--- config.mk ---
export PLATFORM = sky130hd
export DESIGN_NAME = ufb_frame_baud_cfg
export DESIGN_NICKNAME = d
export VERILOG_FILES = /design/src/hdl/ufb_frame_baud_cfg.v
export VERILOG_INCLUDE_DIRS = /design/src /design/src/hdl
export SDC_FILE = /design/constraint.sdc
export NUM_CORES = 1
export LEC_CHECK = 0
export ABC_CLOCK_PERIOD_IN_PS = 6200
export BUFFER_PORTS_ARGS = -buffer_cell sky130_fd_sc_hd__buf_4
export CAP_MARGIN = 20
export CORE_ASPECT_RATIO = 1.2
export CORE_MARGIN = 8
export CORE_UTILIZATION = 51
export DETAILED_ROUTE_END_ITERATION = 6
export PLACE_DENSITY = 0.93
export REMOVE_ABC_BUFFERS = 1
export SLEW_MARGIN = 20
export SYNTH_ARGS = -nofsm -noshare
export SYNTH_HDL_FRONTEND = slang
export SYNTH_SLANG_ARGS = --single-unit
--- constraint.sdc ---
create_clock -name CLOCK_IN -period 6.2 [get_ports CLOCK_IN]
set_input_delay 0.93 -clock CLOCK_IN [delete_from_list [all_inputs] [get_ports CLOCK_IN]]
set_output_delay 0.93 -clock CLOCK_IN [all_outputs]
set_load 0.03 [all_outputs]
--- src/hdl/ufb_defs.vh ---
// register map, field positions and reset values of the frame and baud
// configuration block; definitions only
`ifndef UFB_DEFS_VH
`define UFB_DEFS_VH

// register indices; byte address is four times the index
`define UFB_IDX_RX_CTRL 8'h06
`define UFB_IDX_FRAME 8'h07
`define UFB_IDX_BAUD_LO 8'h08
`define UFB_IDX_BAUD_HI 8'h09
`define UFB_IDX_WINDOW 8'h0A

// receiver control fields
`define UFB_MULTIPROC_ADDR_MODE_BIT 0
`define UFB_RECEIVER_MODE_SELECT_LSB 1
`define UFB_RECEIVER_MODE_SELECT_MSB 2
`define UFB_RECEIVER_MODE_SELECT_LIN 2'h3

// frame format control fields
`define UFB_COMM_MODE_SELECT_LSB 6
`define UFB_COMM_MODE_SELECT_MSB 7
`define UFB_PAR_LSB 4
`define UFB_PAR_MSB 5
`define UFB_STOP_BIT 3
`define UFB_CHS_LSB 0
`define UFB_CHS_MSB 2
`define UFB_ORDER_BIT 2
`define UFB_PHASE_BIT 1

// communication modes
`define UFB_COMM_MODE_SELECT_ASYNC 2'h0
`define UFB_COMM_MODE_SELECT_SYNC 2'h1
`define UFB_COMM_MODE_SELECT_IR 2'h2
`define UFB_COMM_MODE_SELECT_SPI 2'h3

// parity codes
`define UFB_PAR_OFF 2'h0
`define UFB_PAR_EVEN 2'h2
`define UFB_PAR_ODD 2'h3

// character size codes
`define UFB_CHS_5 3'h0
`define UFB_CHS_6 3'h1
`define UFB_CHS_7 3'h2
`define UFB_CHS_8 3'h3
`define UFB_CHS_9L 3'h6
`define UFB_CHS_9H 3'h7

// auto-baud window field
`define UFB_ABW_LSB 6
`define UFB_ABW_MSB 7
`define UFB_SAMPLES_PER_BIT 8'h10
`define UFB_TOL_W0 8'h06
`define UFB_TOL_W1 8'h05
`define UFB_TOL_W2 8'h07
`define UFB_TOL_W3 8'h08

// reset values
`define UFB_RST_RX_CTRL 3'h0
`define UFB_RST_COMM_MODE_SELECT 2'h0
`define UFB_RST_PAR 2'h0
`define UFB_RST_STOP 1'h0
`define UFB_RST_CHS 3'h3
`define UFB_RST_ORDER 1'h0
`define UFB_RST_PHASE 1'h0
`define UFB_RST_BAUD 16'h0000
`define UFB_RST_ABW 2'h0

`endif

--- src/hdl/ufb_frame_baud_cfg.v ---
// serial port frame, mode and baud configuration registers on AHB-Lite,
// with decoded settings for the serial engines and a LIN auto-baud
// window check.
// assumes engine strobes come from logic on CLOCK_IN; single-word
// AHB-Lite transfers from one master.
// reserved codes are stored as written; decode treats them as off or 8.
// no protection around rate or order changes: engines see them at once.
//
// How it works
// multiproc_addr_mode set to 1 turns multiprocessor mode on, 0 off.
// comm_mode_select picks async 0, sync 1, infrared 2, host SPI 3.
// with mode 3 the frame register shows bit order at 2, phase at 1.
// parity_select: 0 off, 1 reserved, 2 even, 3 odd.
// stop_bit_select gives one stop bit at 0, two at 1, tx only.
// char_size_select codes 0..3 give 5..8 bits, 6 and 7 give 9 bits.
// code 6 is low byte first, code 7 high byte first for 9 bits.
// in host SPI, bit_order_select 0 is MSB first, 1 is LSB first.
// a bit order change during a transfer spoils both directions.
// clock_phase_select 0 samples leading edge, 1 trailing edge.
// the 16-bit prescaler is split in a low and a high byte register.
// any prescaler write reloads the baud generator at once.
// a baud change mid-transfer may corrupt it, with no protection.
// window field gives 32 +/- 6, 5, 7 or 8 samples per bit pair.
// the check counts samples per bit pair, 32 for equal rates.
// receiver_mode_select 3 selects LIN constrained auto-baud.
//
// Register access over AHB-Lite was left to the implementer.
`timescale 1ns/100ps
`include "ufb_defs.vh"

module ufb_frame_baud_cfg #(
  parameter ADDR_W = 12
) (
  // clock and reset
  input wire CLOCK_IN,
  input wire RESET_IN,
  // AHB-Lite slave
  input wire HSEL_IN,
  input wire [ADDR_W-1:0] HADDR_IN,
  input wire [1:0] HTRANS_IN,
  input wire HWRITE_IN,
  input wire [2:0] HSIZE_IN,
  input wire [31:0] HWDATA_IN,
  input wire HREADY_IN,
  output wire HREADYOUT_OUT,
  output wire HRESP_OUT,
  output wire [31:0] HRDATA_OUT,
  // engine status
  input wire XFER_BUSY_IN,
  input wire PAIR_COUNT_VALID_IN,
  input wire [7:0] PAIR_COUNT_IN,
  // decoded settings
  output wire MULTIPROC_MODE_OUT,
  output wire [1:0] COMM_MODE_OUT,
  output wire HOST_SPI_MODE_OUT,
  output wire INFRARED_MODE_OUT,
  output wire PARITY_ENABLE_OUT,
  output wire PARITY_ODD_OUT,
  output wire TWO_STOP_BITS_OUT,
  output wire [3:0] DATA_BITS_OUT,
  output wire NINE_BIT_HIGH_FIRST_OUT,
  output wire SPI_LSB_FIRST_OUT,
  output wire SPI_SAMPLE_TRAILING_OUT,
  output wire [15:0] BAUD_PRESCALER_OUT,
  output wire LIN_AUTOBAUD_OUT,
  // event strobes
  output wire BAUD_RELOAD_OUT,
  output wire ORDER_ABORT_OUT,
  // auto-baud window result
  output wire WINDOW_CHECK_DONE_OUT,
  output wire WINDOW_OK_OUT
);

  // register contents
  reg multiproc_addr_mode_q;
  reg [1:0] receiver_mode_select_q;
  reg [1:0] comm_mode_select_q;
  reg [1:0] par_q;
  reg stop_q;
  reg [2:0] chs_q;
  reg order_q;
  reg phase_q;
  reg [15:0] baud_q;
  reg [1:0] abw_q;

  // bus state
  reg wr_pend_q;
  reg rd_pend_q;
  reg [ADDR_W-1:0] addr_q;
  reg [31:0] rdata_q;
  reg reload_q;
  reg abort_q;
  reg chk_done_q;
  reg chk_ok_q;

  // register byte addresses, zero-extended to the bus address width
  wire [ADDR_W-1:0] a_rx =
    {{(ADDR_W-10){1'b0}}, `UFB_IDX_RX_CTRL, 2'b00};
  wire [ADDR_W-1:0] a_frame =
    {{(ADDR_W-10){1'b0}}, `UFB_IDX_FRAME, 2'b00};
  wire [ADDR_W-1:0] a_blo =
    {{(ADDR_W-10){1'b0}}, `UFB_IDX_BAUD_LO, 2'b00};
  wire [ADDR_W-1:0] a_bhi =
    {{(ADDR_W-10){1'b0}}, `UFB_IDX_BAUD_HI, 2'b00};
  wire [ADDR_W-1:0] a_win =
    {{(ADDR_W-10){1'b0}}, `UFB_IDX_WINDOW, 2'b00};

  wire take = HSEL_IN & HTRANS_IN[1] & HREADY_IN;
  wire spi_now = (comm_mode_select_q == `UFB_COMM_MODE_SELECT_SPI);
  wire [7:0] wb = HWDATA_IN[7:0];
  wire [1:0] wmode = wb[`UFB_COMM_MODE_SELECT_MSB:`UFB_COMM_MODE_SELECT_LSB];
  wire wmode_spi = (wmode == `UFB_COMM_MODE_SELECT_SPI);

  // address phase capture; reads take one wait state so that
  // read data always comes from a flop
  always @(posedge CLOCK_IN or posedge RESET_IN) begin
    if (RESET_IN) begin
      wr_pend_q <= 1'b0;
      rd_pend_q <= 1'b0;
    end else if (rd_pend_q) begin
      // wait state: the bus is stalled, nothing new is taken
      rd_pend_q <= 1'b0;
    end else begin
      wr_pend_q <= take & HWRITE_IN;
      rd_pend_q <= take & ~HWRITE_IN;
    end
  end

  // address held for the data phase that follows
  always @(posedge CLOCK_IN or posedge RESET_IN) begin
    if (RESET_IN) begin
      addr_q <= {ADDR_W{1'b0}};
    end else if (take & ~rd_pend_q) begin
      addr_q <= HADDR_IN;
    end
  end

  // per-register hits on the captured address
  wire hit_rx = (addr_q == a_rx);
  wire hit_frame = (addr_q == a_frame);
  wire hit_blo = (addr_q == a_blo);
  wire hit_bhi = (addr_q == a_bhi);
  wire hit_win = (addr_q == a_win);

  // write strobes, each high for the one data-phase cycle
  wire wen_rx = wr_pend_q & hit_rx;
  wire wen_frame = wr_pend_q & hit_frame;
  wire wen_blo = wr_pend_q & hit_blo;
  wire wen_bhi = wr_pend_q & hit_bhi;
  wire wen_win = wr_pend_q & hit_win;

  // receiver control
  always @(posedge CLOCK_IN or posedge RESET_IN) begin
    if (RESET_IN) begin
      {receiver_mode_select_q, multiproc_addr_mode_q} <= `UFB_RST_RX_CTRL;
    end else if (wen_rx) begin
      multiproc_addr_mode_q <= wb[`UFB_MULTIPROC_ADDR_MODE_BIT];
      receiver_mode_select_q <= wb[`UFB_RECEIVER_MODE_SELECT_MSB:`UFB_RECEIVER_MODE_SELECT_LSB];
    end
  end

  // mode field, written in either layout
  always @(posedge CLOCK_IN or posedge RESET_IN) begin
    if (RESET_IN) begin
      comm_mode_select_q <= `UFB_RST_COMM_MODE_SELECT;
    end else if (wen_frame) begin
      comm_mode_select_q <= wmode;
    end
  end

  // host SPI layout; only filled when the written mode is host SPI
  always @(posedge CLOCK_IN or posedge RESET_IN) begin
    if (RESET_IN) begin
      order_q <= `UFB_RST_ORDER;
      phase_q <= `UFB_RST_PHASE;
    end else if (wen_frame & wmode_spi) begin
      order_q <= wb[`UFB_ORDER_BIT];
      phase_q <= wb[`UFB_PHASE_BIT];
    end
  end

  // frame layout; kept untouched while host SPI bits are written
  always @(posedge CLOCK_IN or posedge RESET_IN) begin
    if (RESET_IN) begin
      par_q <= `UFB_RST_PAR;
      stop_q <= `UFB_RST_STOP;
      chs_q <= `UFB_RST_CHS;
    end else if (wen_frame & ~wmode_spi) begin
      par_q <= wb[`UFB_PAR_MSB:`UFB_PAR_LSB];
      stop_q <= wb[`UFB_STOP_BIT];
      chs_q <= wb[`UFB_CHS_MSB:`UFB_CHS_LSB];
    end
  end

  // prescaler bytes, each written on its own
  always @(posedge CLOCK_IN or posedge RESET_IN) begin
    if (RESET_IN) begin
      baud_q <= `UFB_RST_BAUD;
    end else begin
      if (wen_blo) begin
        baud_q[7:0] <= wb;
      end
      if (wen_bhi) begin
        baud_q[15:8] <= wb;
      end
    end
  end

  // auto-baud window size
  always @(posedge CLOCK_IN or posedge RESET_IN) begin
    if (RESET_IN) begin
      abw_q <= `UFB_RST_ABW;
    end else if (wen_win) begin
      abw_q <= wb[`UFB_ABW_MSB:`UFB_ABW_LSB];
    end
  end

  // one-cycle event strobes for the serial engines
  always @(posedge CLOCK_IN or posedge RESET_IN) begin
    if (RESET_IN) begin
      reload_q <= 1'b0;
      abort_q <= 1'b0;
    end else begin
      // reload even mid-frame; corrupting it is accepted
      reload_q <= wen_blo | wen_bhi;
      // order flip mid-transfer: tell engines both ways are lost
      abort_q <= wen_frame & wmode_spi & XFER_BUSY_IN & spi_now &
                 (wb[`UFB_ORDER_BIT] != order_q);
    end
  end

  // read mux, loaded during the wait state
  reg [7:0] rd_byte;
  always @* begin
    // unmapped reads return zero
    rd_byte = 8'h00;
    if (addr_q == a_rx) begin
      rd_byte = {5'h00, receiver_mode_select_q, multiproc_addr_mode_q};
    end else if (addr_q == a_frame) begin
      if (spi_now) begin
        rd_byte = {comm_mode_select_q, 3'h0, order_q, phase_q, 1'b0};
      end else begin
        rd_byte = {comm_mode_select_q, par_q, stop_q, chs_q};
      end
    end else if (addr_q == a_blo) begin
      rd_byte = baud_q[7:0];
    end else if (addr_q == a_bhi) begin
      rd_byte = baud_q[15:8];
    end else if (addr_q == a_win) begin
      rd_byte = {abw_q, 6'h00};
    end
  end

  always @(posedge CLOCK_IN or posedge RESET_IN) begin
    if (RESET_IN) begin
      rdata_q <= 32'h0000_0000;
    end else if (rd_pend_q) begin
      rdata_q <= {24'h00_0000, rd_byte};
    end
  end

  assign HREADYOUT_OUT = ~rd_pend_q;
  // every transfer ends OKAY; unmapped writes are dropped
  assign HRESP_OUT = 1'b0;
  assign HRDATA_OUT = rdata_q;

  // decoded settings
  reg [3:0] data_bits;
  always @* begin
    case (chs_q)
      `UFB_CHS_5: data_bits = 4'h5;
      `UFB_CHS_6: data_bits = 4'h6;
      `UFB_CHS_7: data_bits = 4'h7;
      `UFB_CHS_8: data_bits = 4'h8;
      `UFB_CHS_9L: data_bits = 4'h9;
      `UFB_CHS_9H: data_bits = 4'h9;
      // reserved codes fall back to eight bits
      default: data_bits = 4'h8;
    endcase
  end

  assign MULTIPROC_MODE_OUT = multiproc_addr_mode_q;
  assign COMM_MODE_OUT = comm_mode_select_q;
  assign HOST_SPI_MODE_OUT = spi_now;
  assign INFRARED_MODE_OUT = (comm_mode_select_q == `UFB_COMM_MODE_SELECT_IR);
  // reserved parity code leaves parity off
  assign PARITY_ENABLE_OUT = (par_q == `UFB_PAR_EVEN) |
                             (par_q == `UFB_PAR_ODD);
  assign PARITY_ODD_OUT = (par_q == `UFB_PAR_ODD);
  assign TWO_STOP_BITS_OUT = stop_q;
  assign DATA_BITS_OUT = data_bits;
  assign NINE_BIT_HIGH_FIRST_OUT = (chs_q == `UFB_CHS_9H);
  assign SPI_LSB_FIRST_OUT = order_q;
  assign SPI_SAMPLE_TRAILING_OUT = phase_q;
  assign BAUD_PRESCALER_OUT = baud_q;
  assign LIN_AUTOBAUD_OUT = (receiver_mode_select_q == `UFB_RECEIVER_MODE_SELECT_LIN);
  assign BAUD_RELOAD_OUT = reload_q;
  assign ORDER_ABORT_OUT = abort_q;

  // auto-baud window check
  // tolerance per window code
  reg [7:0] tol;
  always @* begin
    case (abw_q)
      2'h0: tol = `UFB_TOL_W0;
      2'h1: tol = `UFB_TOL_W1;
      2'h2: tol = `UFB_TOL_W2;
      default: tol = `UFB_TOL_W3;
    endcase
  end

  // two bits at sixteen samples each; the doubled value fits 8 bits
  wire [8:0] nominal_w = {`UFB_SAMPLES_PER_BIT, 1'b0};
  wire [7:0] nominal = nominal_w[7:0];
  wire [7:0] lo_lim = nominal - tol;
  wire [7:0] hi_lim = nominal + tol;

  // a count is judged only in LIN constrained auto-baud
  wire count_take = PAIR_COUNT_VALID_IN & LIN_AUTOBAUD_OUT;
  wire above_lo = (PAIR_COUNT_IN >= lo_lim);
  wire below_hi = (PAIR_COUNT_IN <= hi_lim);
  wire in_window = above_lo & below_hi;

  always @(posedge CLOCK_IN or posedge RESET_IN) begin
    if (RESET_IN) begin
      chk_done_q <= 1'b0;
    end else begin
      chk_done_q <= count_take;
    end
  end

  // result stands until the next judged count
  always @(posedge CLOCK_IN or posedge RESET_IN) begin
    if (RESET_IN) begin
      chk_ok_q <= 1'b0;
    end else if (count_take) begin
      chk_ok_q <= in_window;
    end
  end

  assign WINDOW_CHECK_DONE_OUT = chk_done_q;
  assign WINDOW_OK_OUT = chk_ok_q;

endmodule // ufb_frame_baud_cfg

Word level (Yosys, flattened, before mapping)
Cells that the tools add are included.
{ "classes": {"add_sub_neg": 2, "n_lt_le_gt_ge": 2, "eq_ne": 18, "n_mux": 9, "bitwise": 22, "n_reduce_logical": 3} }
{ "ops": {"columns": ["op", "count"], "rows": [
  ["8-bit two-way mux", 5],
  ["12-bit by 6-bit equality test with 1-bit output (second input constant)", 3],
  ["12-bit by 5-bit equality test with 1-bit output (second input constant)", 2],
  ["1-bit bitwise AND", 17],
  ["4-bit one-hot mux with 4 select lines", 1],
  ["2-bit equality test (second input constant)", 7],
  ["4-bit one-hot mux with 3 select lines", 1],
  ["6-bit by 8-bit adder with 8-bit output (first input constant)", 1],
  ["8-bit greater-or-equal comparator", 1],
  ["8-bit <= comparator", 1],
  ["6-bit by 8-bit subtractor with 8-bit output (first input constant)", 1],
  ["3-bit equality test (second input constant)", 2],
  ["6-bit two-way mux", 1],
  ["3-bit by 1-bit equality test with 1-bit output (second input constant)", 1],
  ["3-bit by 2-bit equality test with 1-bit output (second input constant)", 1],
  ["3-bit zero test", 1],
  ["1-bit NOT", 3],
  ["2-bit by 1-bit equality test with 1-bit output (second input constant)", 1],
  ["2-bit zero test", 1],
  ["1-bit OR", 2],
  ["2-bit OR reduction", 1],
  ["1-bit two-way mux", 1],
  ["1-bit inequality test", 1]
]} }
{ "word_totals": {"reg_bits": 57, "inputBits": 64, "out_inout_bits": 70, "elab_cells": 75} }

Logic depth before layout (Yosys ltp)
Gate-level depths: netlist (run 1).
{ "logic_depth": {"word_depth": 6, "ltp_mapped": 7, "depth_no_buf": 7} }

Worst setup path after synthesis (run 1)
Ideal clock, no wire load.
{ "synth_timing": {"path_type": "reg-to-reg", "from": "register addr_q[11]", "to": "register order_q, in the netlist SPI_LSB_FIRST_OUT", "setup_ns": 0.128, "t_arrival_ns": 2.121, "required_ns": 6.072, "setup_slack_ns": 3.951, "stages_incl_launch_ff": 6, "path_buffers": 1, "synth_period_minus_slack_ns": 2.249, "path_cell_list": "dfrtp_1 -> or4_1 -> buf_2 -> or4_4 -> nor3_4 -> mux2_1"} }
{ "synth_between": {"elab_chain_cells": 3} }
{ "synth_rtl": {"columns": ["item", "line_no", "rtl"], "rows": [
  ["from (decl)", "ufb_frame_baud_cfg.v:89", "reg [ADDR_W-1:0] addr_q;"],
  ["from (signal assigned)", "ufb_frame_baud_cfg.v:132", "addr_q <= {ADDR_W{1'b0}};"],
  ["12-bit by 5-bit equality test with 1-bit output", "ufb_frame_baud_cfg.v:140", "wire hit_frame = (addr_q == a_frame);"],
  ["1-bit bitwise AND", "ufb_frame_baud_cfg.v:147", "wire wen_frame = wr_pend_q & hit_frame;"],
  ["1-bit bitwise AND", "ufb_frame_baud_cfg.v:176", "end else if (wen_frame & wmode_spi) begin"],
  ["to (signal assigned)", "ufb_frame_baud_cfg.v:174", "order_q <= `UFB_RST_ORDER;"],
  ["to (signal assigned)", "ufb_frame_baud_cfg.v:177", "order_q <= wb[`UFB_ORDER_BIT];"],
  ["to (decl)", "ufb_frame_baud_cfg.v:81", "reg order_q;"]
]} }
Every way passes these cells.
A chain may end at the register's enable or synchronous reset.

Worst setup path in the final report (run 1)
{ "layout_timing": {"from": "register addr_q[11]", "to": "register baud_q[11], in the netlist BAUD_PRESCALER_OUT[11]"} }
{ "layout_between": {"elab_chain_cells": 2} }
{ "layout_rtl": {"columns": ["item", "line_no", "rtl"], "rows": [
  ["12-bit by 6-bit equality test with 1-bit output", "ufb_frame_baud_cfg.v:142", "wire hit_bhi = (addr_q == a_bhi);"],
  ["1-bit bitwise AND", "ufb_frame_baud_cfg.v:149", "wire wen_bhi = wr_pend_q & hit_bhi;"],
  ["to (signal assigned)", "ufb_frame_baud_cfg.v:198", "baud_q <= `UFB_RST_BAUD;"],
  ["to (signal assigned)", "ufb_frame_baud_cfg.v:204", "baud_q[15:8] <= wb;"],
  ["to (decl)", "ufb_frame_baud_cfg.v:83", "reg [15:0] baud_q;"]
]} }
Every way passes these cells.

==> out/qor.txt, run 1 <==
TritonCTS clock tree -> yes
EDFF count, synth -> 0
Clock Skew -> 0.006703 ns
share of the synthesized area in the top cell type -> 45.61%
Rows -> 30
NetSw -> 0.2773 mW
PostCTS Resize Cnt -> 0
Clock Power Share -> 35.9%
TritonCTS Buffers -> 9
RSZ-0062 raised after global routing -> false
Power per Cell Area -> 254.6 mW/mm^2
outcome -> complete, no violations
Comb pwr share -> 18.8%
IO buf count -> 80
Iter 0 DRT Violations -> 166
Area Overhead vs Synth -> 25.91%
Slowest-stage cell, CP -> nor2b_1
M2 GR Usage -> 29.79%
VDD IR-drop max -> 0.0001576 V
critical path class -> flop to flop
Tmin final -> 2.922 ns
met1 Usage GRT -> 18.07%
max capacitance violation total -> 0
Hold Crit Class -> flop to flop
startpoint types -> flop
final worst path period share -> 47.13%
CP Max Fanout -> 9
ratio of cells with drive above 1 in the final layout -> 45.14%
Worst Tran Pin Value -> 0.8851 ns
final setup vio count -> 0
NumNets Final -> 419
synth top area cells -> dfrtp_1, mux2_2, buf_4
Fin. Hold Viols -> 0
final antenna-violating net count -> 0
via/cell ratio -> 5.316
top_reg_cell synth -> dfrtp_1
Die Ht -> 100.3 um
vias in the first global route -> 2375
I/O Pins -> 134
cell area after synthesis -> 0.003018 mm^2
Synth Warn # -> 0
Seq pwr share -> 45.3%
hold depth -> 1
Worst setup EP type -> flop
static leakage -> 1.872 nW
Worst-Skew Late Latency -> 0.33 ns
cell count after synthesis -> 264
CTS max path bufs -> 2
initial antenna violation count -> 0
critical-path cell list -> or4_1 -> nor4_4 -> nor2b_1 -> mux2_2
GR Util met3 -> 5.724%
asr flop ratio synth -> 100.0%
most common cell after layout, fill and taps aside -> buf_4
Netlist cell types -> 45
first-pass GRT wire length -> 11530 um
Max Clk Rate -> 0.3422 GHz
die width -> 86.22 um
CTS Hold Bufs -> 0
slew margin rel. -> 40.88%
Yosys reg bits -> 57
clock-pin slew on the worst setup and hold paths -> 0.06 ns
post-route insts no fill -> 430
clk root buf -> clkbuf_8
setup TNS -> 0 ns
H-tree depth -> 3
dpl hpwl -> 5464 um
via count -> 2286
diode count -> 0
grt total ovfl -> 0
Worst EP required -> 6.41 ns
post-CTS setup buffers -> 0
gpl congestion -> 0.7796
clock sink count -> 57
Placed Cells -> 414
core area -> 0.005705 mm^2
Die ar. -> 0.008645 mm^2
Routed WL -> 7268 um
FF-to-FF path depth -> 4
CP max stage delay -> 0.78 ns
switching share of power -> 28.67%
Avg Inst Size Synth -> 11.43 um^2
Critical Path AT -> 3.14 ns
count of pins over their slew limit -> 0
Pre-antenna DRT Iters -> 4
GR peak layer -> met2
most frequent cells in the layout -> buf_4, dfrtp_1, mux2_2
DRC errors left -> 0
FILL cells -> 448
top cell type by total area after synthesis -> dfrtp_1
DR WL/cell -> 16.90 um
global-route usage over all layers -> 17.05%
largest net degree at the start of global routing -> 58
register area share after synthesis -> 47.35%
Initial Utilization -> 52.89%
internal power -> 0.6901 mW
## critical path: cells and delay by family (launching register included)
kind             cells  cell delay [ns]
AND/OR/NAND/NOR      3             2.01
multiplexers         1             0.41
flip-flops           1             0.38
## path summary, 6_finish.rpt
kind / start / endpoint / slack (ns)
setup / recovery: addr_q[11] / BAUD_PRESCALER_OUT[11] / 3.28
hold / removal: addr_q[4] / addr_q[4] / 0.53
setup reg to reg: addr_q[11] / BAUD_PRESCALER_OUT[11] / 3.28
hold reg to reg: addr_q[4] / addr_q[4] / 0.53
max in group asynchronous: RESET_IN / BAUD_RELOAD_OUT / 4.92
min in group asynchronous: RESET_IN / par_q[1] / 0.80
## registers in the layout (all words and copies together) (netlist names), 2 cells and up
signal                  cells
BAUD_PRESCALER_OUT         16
addr_q                     12
HRDATA_OUT                  8
par_q                       2
COMM_MODE_OUT               2
abw_q                       2
receiver_mode_select_q      2
chs_q                       3
## synthesized netlist by cell type (2+ instances only)
cell,count
a21oi_1,7
a31o_2,2
mux2_2,47
or4b_2,2
nor3_1,3
or2_2,2
nor2b_1,3
and2_1,4
dfstp_2,2
buf_2,2
or4_1,2
nand3b_1,3
a21o_1,2
mux2_1,2
inv_1,13
o21ai_0,6
clkbuf_1,7
nand3_1,7
nor2_1,11
a311oi_1,3
mux2i_1,3
o22ai_1,3
buf_4,25
dfrtp_1,55
a31oi_1,4
ha_1,10
a32oi_1,2
nand4_1,2
nand2_1,14
## layout make-up
type | instances | area, um^2 | area share [%]
Timing Repair Buffer | 81 | 608.1 | 16.00
Sequential cell | 57 | 1429 | 37.60
Multi-Input combinational cell | 183 | 1403 | 36.91
Tap cell | 80 | 100.1 | 2.634
Inverter | 13 | 48.80 | 1.284
Clock inverter | 1 | 5.005 | 0.1317
Clock buffer | 15 | 206.4 | 5.433
## logic make-up (layout without fill, tap and decap cells)
kind of cell               Yosys count  count (layout)  synth area share [%]
and+or+nand+nor                     61              61                 11.98
DFF                                 57              57                 47.35
muxes                               52              52                 19.28
buffers and inverters               48             110                 9.163
AOI/OAI and AO/OA                   33              33                 7.380
adders and majority gates           10              10                 4.146
xor gates and xnor gates             2               2                0.5805
other                                1              25                0.1243
## through the flow
step	area [um^2]	utilization (%)	hold WS, ns	setup WS (ns)	total power, mW
2_1_floorplan	2880	-	0.4770	3.817	0.5557
3_3_place_gp	3588	62.89	0.5040	3.278	0.6196
3_5_place_dp	3588	62.89	0.5162	3.254	0.6281
4_1_cts	3800	66.60	0.5303	3.241	0.9769
5_1_grt	3800	66.60	0.5404	3.136	1.013
6_report	3800	66.60	0.5293	3.278	0.9675
## routing by layer
layer	part of all wire, %	vias up
met5	0	-
met4	1.2	0
met3	9.8	10
met2	52	98
met1	37	1125
li1	-	1053
## power by group through the flow
| stage | clock (mW) | sequential [mW] | combinational, mW |
|---|---|---|---|
| 4_1_cts | 0.355 | 0.439 | 0.183 |
| 3_5_place_dp | 0 | 0.446 | 0.182 |
| 3_3_place_gp | 0 | 0.443 | 0.176 |
| 5_1_grt | 0.373 | 0.445 | 0.196 |
| 6_report | 0.347 | 0.439 | 0.182 |
| 2_1_floorplan | 0 | 0.465 | 0.0905 |
Note: power is estimated with default switching activity, not from simulation.
==> run 2: changes to the inputs <==
- ABC_AREA: not set -> 1
- ABC_CLOCK_PERIOD_IN_PS: 6200 -> 2700
- CORE_UTILIZATION: 51 -> 48
- PLACE_DENSITY: 0.93 -> 0.88
- clock period: 6.2 -> 2.7 ns (I/O delays scaled with it)
==> run 2 against run 1 <==
Register-to-register slack got worse by 2.4 ns; synthesized cell count rose by 41%; combinational power rose by 61%; flip-flop and latch count did not move; via count rose by 20%; first-iteration DRC count rose by 11%; global-route usage rose by 0.99 points; highest routed layer unchanged; total power rose by 96%.
==> out/qor.txt, run 2 <==
outcome -> complete, no violations
CP max stage delay -> 0.55 ns (-0.23 ns)
switching share of power -> 29.29% (+0.62 points)
Worst-Skew Late Latency -> 0.33 ns (about the same)
clock sink count -> 57 (unchanged)
cell area after synthesis -> 0.003139 mm^2 (+4.0%)
cell count after synthesis -> 373 (+41%)
Post-Synth Adder-Cell Area -> 3.986% (-0.16 points)
dpl hpwl -> 6420 um (+17%)
DRC errors left -> 0 (unchanged)
post-route insts no fill -> 548 (+27%)
grt total ovfl -> 0 (unchanged)
Die ar. -> 0.009395 mm^2 (+8.7%)
post-CTS setup buffers -> 0 (unchanged)
asr flop ratio synth -> 100.0% (unchanged)
Clock Power Share -> 35.4% (-0.5 points)
via/cell ratio -> 4.995 (-6.1%)
static leakage -> 2.056 nW (+9.8%)
Worst setup EP type -> output pin
RSZ-0062 raised after global routing -> false
Placed Cells -> 532 (+29%)
max reg flops -> 16 (unchanged)
critical-path cell list -> inv_1 -> o21ai_0 -> a21oi_1 -> buf_4
Tmin final -> 1.917 ns
CTS Hold Bufs -> 0 (unchanged)
via count -> 2737 (+20%)
TritonCTS clock tree -> yes
Synth Warn # -> 0 (unchanged)
core area -> 0.006366 mm^2 (+12%)
share of the synthesized area in the top cell type -> 43.84% (-1.8 points)
Slowest-stage cell, CP -> dfstp_2
synth top area cells -> dfrtp_1, nand2_1, buf_4
final setup vio count -> 0 (unchanged)
XOR/XNOR Fraction of Synth Area -> 0.2790% (-0.30 points)
initial antenna violation count -> 0 (unchanged)
first-pass GRT wire length -> 13900 um (+21%)
PostCTS Resize Cnt -> 0 (unchanged)
Pre-antenna DRT Iters -> 5 (+1)
area of the multi-input gates -> 0.001408 mm^2 (+0.36%)
count of pins over their slew limit -> 0 (unchanged)
critical path class -> flop to output pin
ratio of cells with drive above 1 in the final layout -> 28.29% (-17 points)
Fin. Hold Viols -> 0 (unchanged)
Seq pwr share -> 49.2% (+3.9 points)
Die Ht -> 104.6 um (+4.3%)
gpl congestion -> 0.9312 (+19%)
I/O Pins -> 134 (unchanged)
Power per Cell Area -> 489.5 mW/mm^2 (+92%)
Worst EP required -> 2.30 ns (-4.11 ns)
vias in the first global route -> 2917 (+23%)
Clock Skew -> 0.007300 ns (+0.0005975 ns)
NetSw -> 0.5565 mW (+100%)
most frequent cells in the layout -> nand2_1, buf_4, dfrtp_1
diode count -> 0 (unchanged)
register area share after synthesis -> 45.52% (-1.8 points)
EDFF count, synth -> 0 (unchanged)
Yosys reg bits -> 57 (unchanged)
setup TNS -> 0 ns (unchanged)
startpoint types -> flop
post-synthesis compound-gate area fraction -> 10.56% (+3.2 points)
top_reg_cell synth -> dfrtp_1
global-route usage over all layers -> 18.04% (+0.99 points)
Initial Utilization -> 49.31% (-3.6 points)
clk root buf -> clkbuf_8
most common cell after layout, fill and taps aside -> nand2_1
DR WL/cell -> 14.71 um (-13%)
VDD IR-drop max -> 0.0003996 V (+150%)
max capacitance violation total -> 0 (unchanged)
Rows -> 32 (+6.7%)
H-tree depth -> 3 (unchanged)
die width -> 89.83 um (+4.2%)
Synth top cells by count -> nand2_1, dfrtp_1, inv_1
largest net degree at the start of global routing -> 30 (-48%)
main combinational cell family by area after synthesis -> simple AND/OR/NAND/NOR gates
register area -> 0.001429 mm^2 (unchanged)
IO buf count -> 80 (unchanged)
DP Area -> 0.003716 mm^2 (+3.6%)
CP Max Fanout -> 4 (-5)
Max Clk Rate -> 0.5216 GHz
Avg Inst Size Synth -> 8.416 um^2 (-26%)
clock-pin slew on the worst setup and hold paths -> 0.06 ns (about the same)
Area Overhead vs Synth -> 23.63%
final antenna-violating net count -> 0 (unchanged)
final worst path period share -> 71.01%
setup slack, reg-to-reg -> 0.89 ns (-2.39 ns)
Hold Crit Class -> input port to asynchronous set/reset pin
post-layout util -> 60.97% (-5.6 points)
most frequent cell after synthesis -> nand2_1
FILL cells -> 578 (+29%)
simple-gate share of the synthesized area -> 25.23% (+13 points)
mux share of post-synthesis cell area -> 1.794% (-17 points)
internal power -> 1.344 mW (+95%)
final instance area -> 0.003881 mm^2 (+2.1%)
Netlist cell types -> 32 (-29%)
Comb pwr share -> 15.4% (-3.4 points)
NumNets Final -> 532 (+27%)
Iter 0 DRT Violations -> 184 (+11%)
CTS max path bufs -> 2 (unchanged)
Routed WL -> 8063 um (+11%)
TritonCTS Buffers -> 9 (unchanged)
top cell type by total area after synthesis -> dfrtp_1
Critical Path AT -> 1.51 ns (-1.63 ns)
==> run 2: cell types whose count changed after synthesis, moves of 6 or more <==
cell / before / now
mux2_2: 47 / 5
o21ai_0: 6 / 31
nand4_1: 2 / 14
nand2_1: 14 / 84
nor2_1: 11 / 30
o21ai_2: 0 / 6
nand3_1: 7 / 21
a21oi_1: 7 / 15
inv_1: 13 / 37
==> run 2: critical path, delay by kind of cell, from the launching register on <==
family                 cells  cell delay, ns
AOI/OAI and AO/OA          2            0.37
buffers and inverters      2            0.26
DFF                        1            0.55
==> run 2: metrics by stage <==
step           power [mW]  hold slack [ns]  setup slack, ns
2_1_floorplan       1.138           0.4697           0.5614
3_3_place_gp        1.229           0.3576           0.9821
3_5_place_dp        1.241           0.3635           0.8990
4_1_cts             1.912         0.005381           0.7625
5_1_grt             1.994         0.008143           0.6579
6_report            1.900         0.008077           0.7828
==> run 2: layout make-up <==
type	count	area share, %
Clock buffer	12	3.740
Timing Repair Buffer	83	16.05
Multi-Input combinational cell	267	36.27
Tap cell	85	2.740
Sequential cell	57	36.81
Clock inverter	4	0.5158
Inverter	40	3.868
==> run 2: final timing paths <==
| path | startpoint | endpoint | cells past startpoint |
|---|---|---|---|
| min reg2reg | HRDATA_OUT[0] | HRDATA_OUT[0] | 2 |
| max reg2reg | abw_q[0] | WINDOW_OK_OUT | 9 |
| min | RESET_IN | addr_q[8] | 2 |
| max in group asynchronous | RESET_IN | chs_q[0] | 3 |
| min in group CLOCK_IN | HWRITE_IN | rd_pend_q | 2 |
| max | chs_q[0] | DATA_BITS_OUT[1] | 4 |
==> run 2: per-layer routing <==
metal | track usage, % | part of all wire, %
met1 | 20.06 | 39
met2 | 30.14 | 50
met3 | 5.583 | 8.5
met4 | 9.939 | 2.5
met5 | 0 | 0
==> run 2: logic make-up (layout without fill, tap and decap cells) <==
logic type	after synthesis	in the layout
other	1	25
multiplexers	5	5
AO/OA/AOI/OAI	58	58
buffers and inverters	73	139
XOR/XNOR	1	1
AND/OR/NAND/NOR	168	168
adder cells (fa/ha/maj)	10	10
flip-flops	57	57
==> run 2: power by group through the flow <==
stage | clock network [mW] | registers (mW) | logic, mW
after floorplan | 0 | 0.948 | 0.190
after global placement | 0 | 0.946 | 0.284
after detailed placement | 0 | 0.950 | 0.291
after CTS | 0.684 | 0.934 | 0.293
after global routing | 0.732 | 0.940 | 0.322
final | 0.672 | 0.935 | 0.293
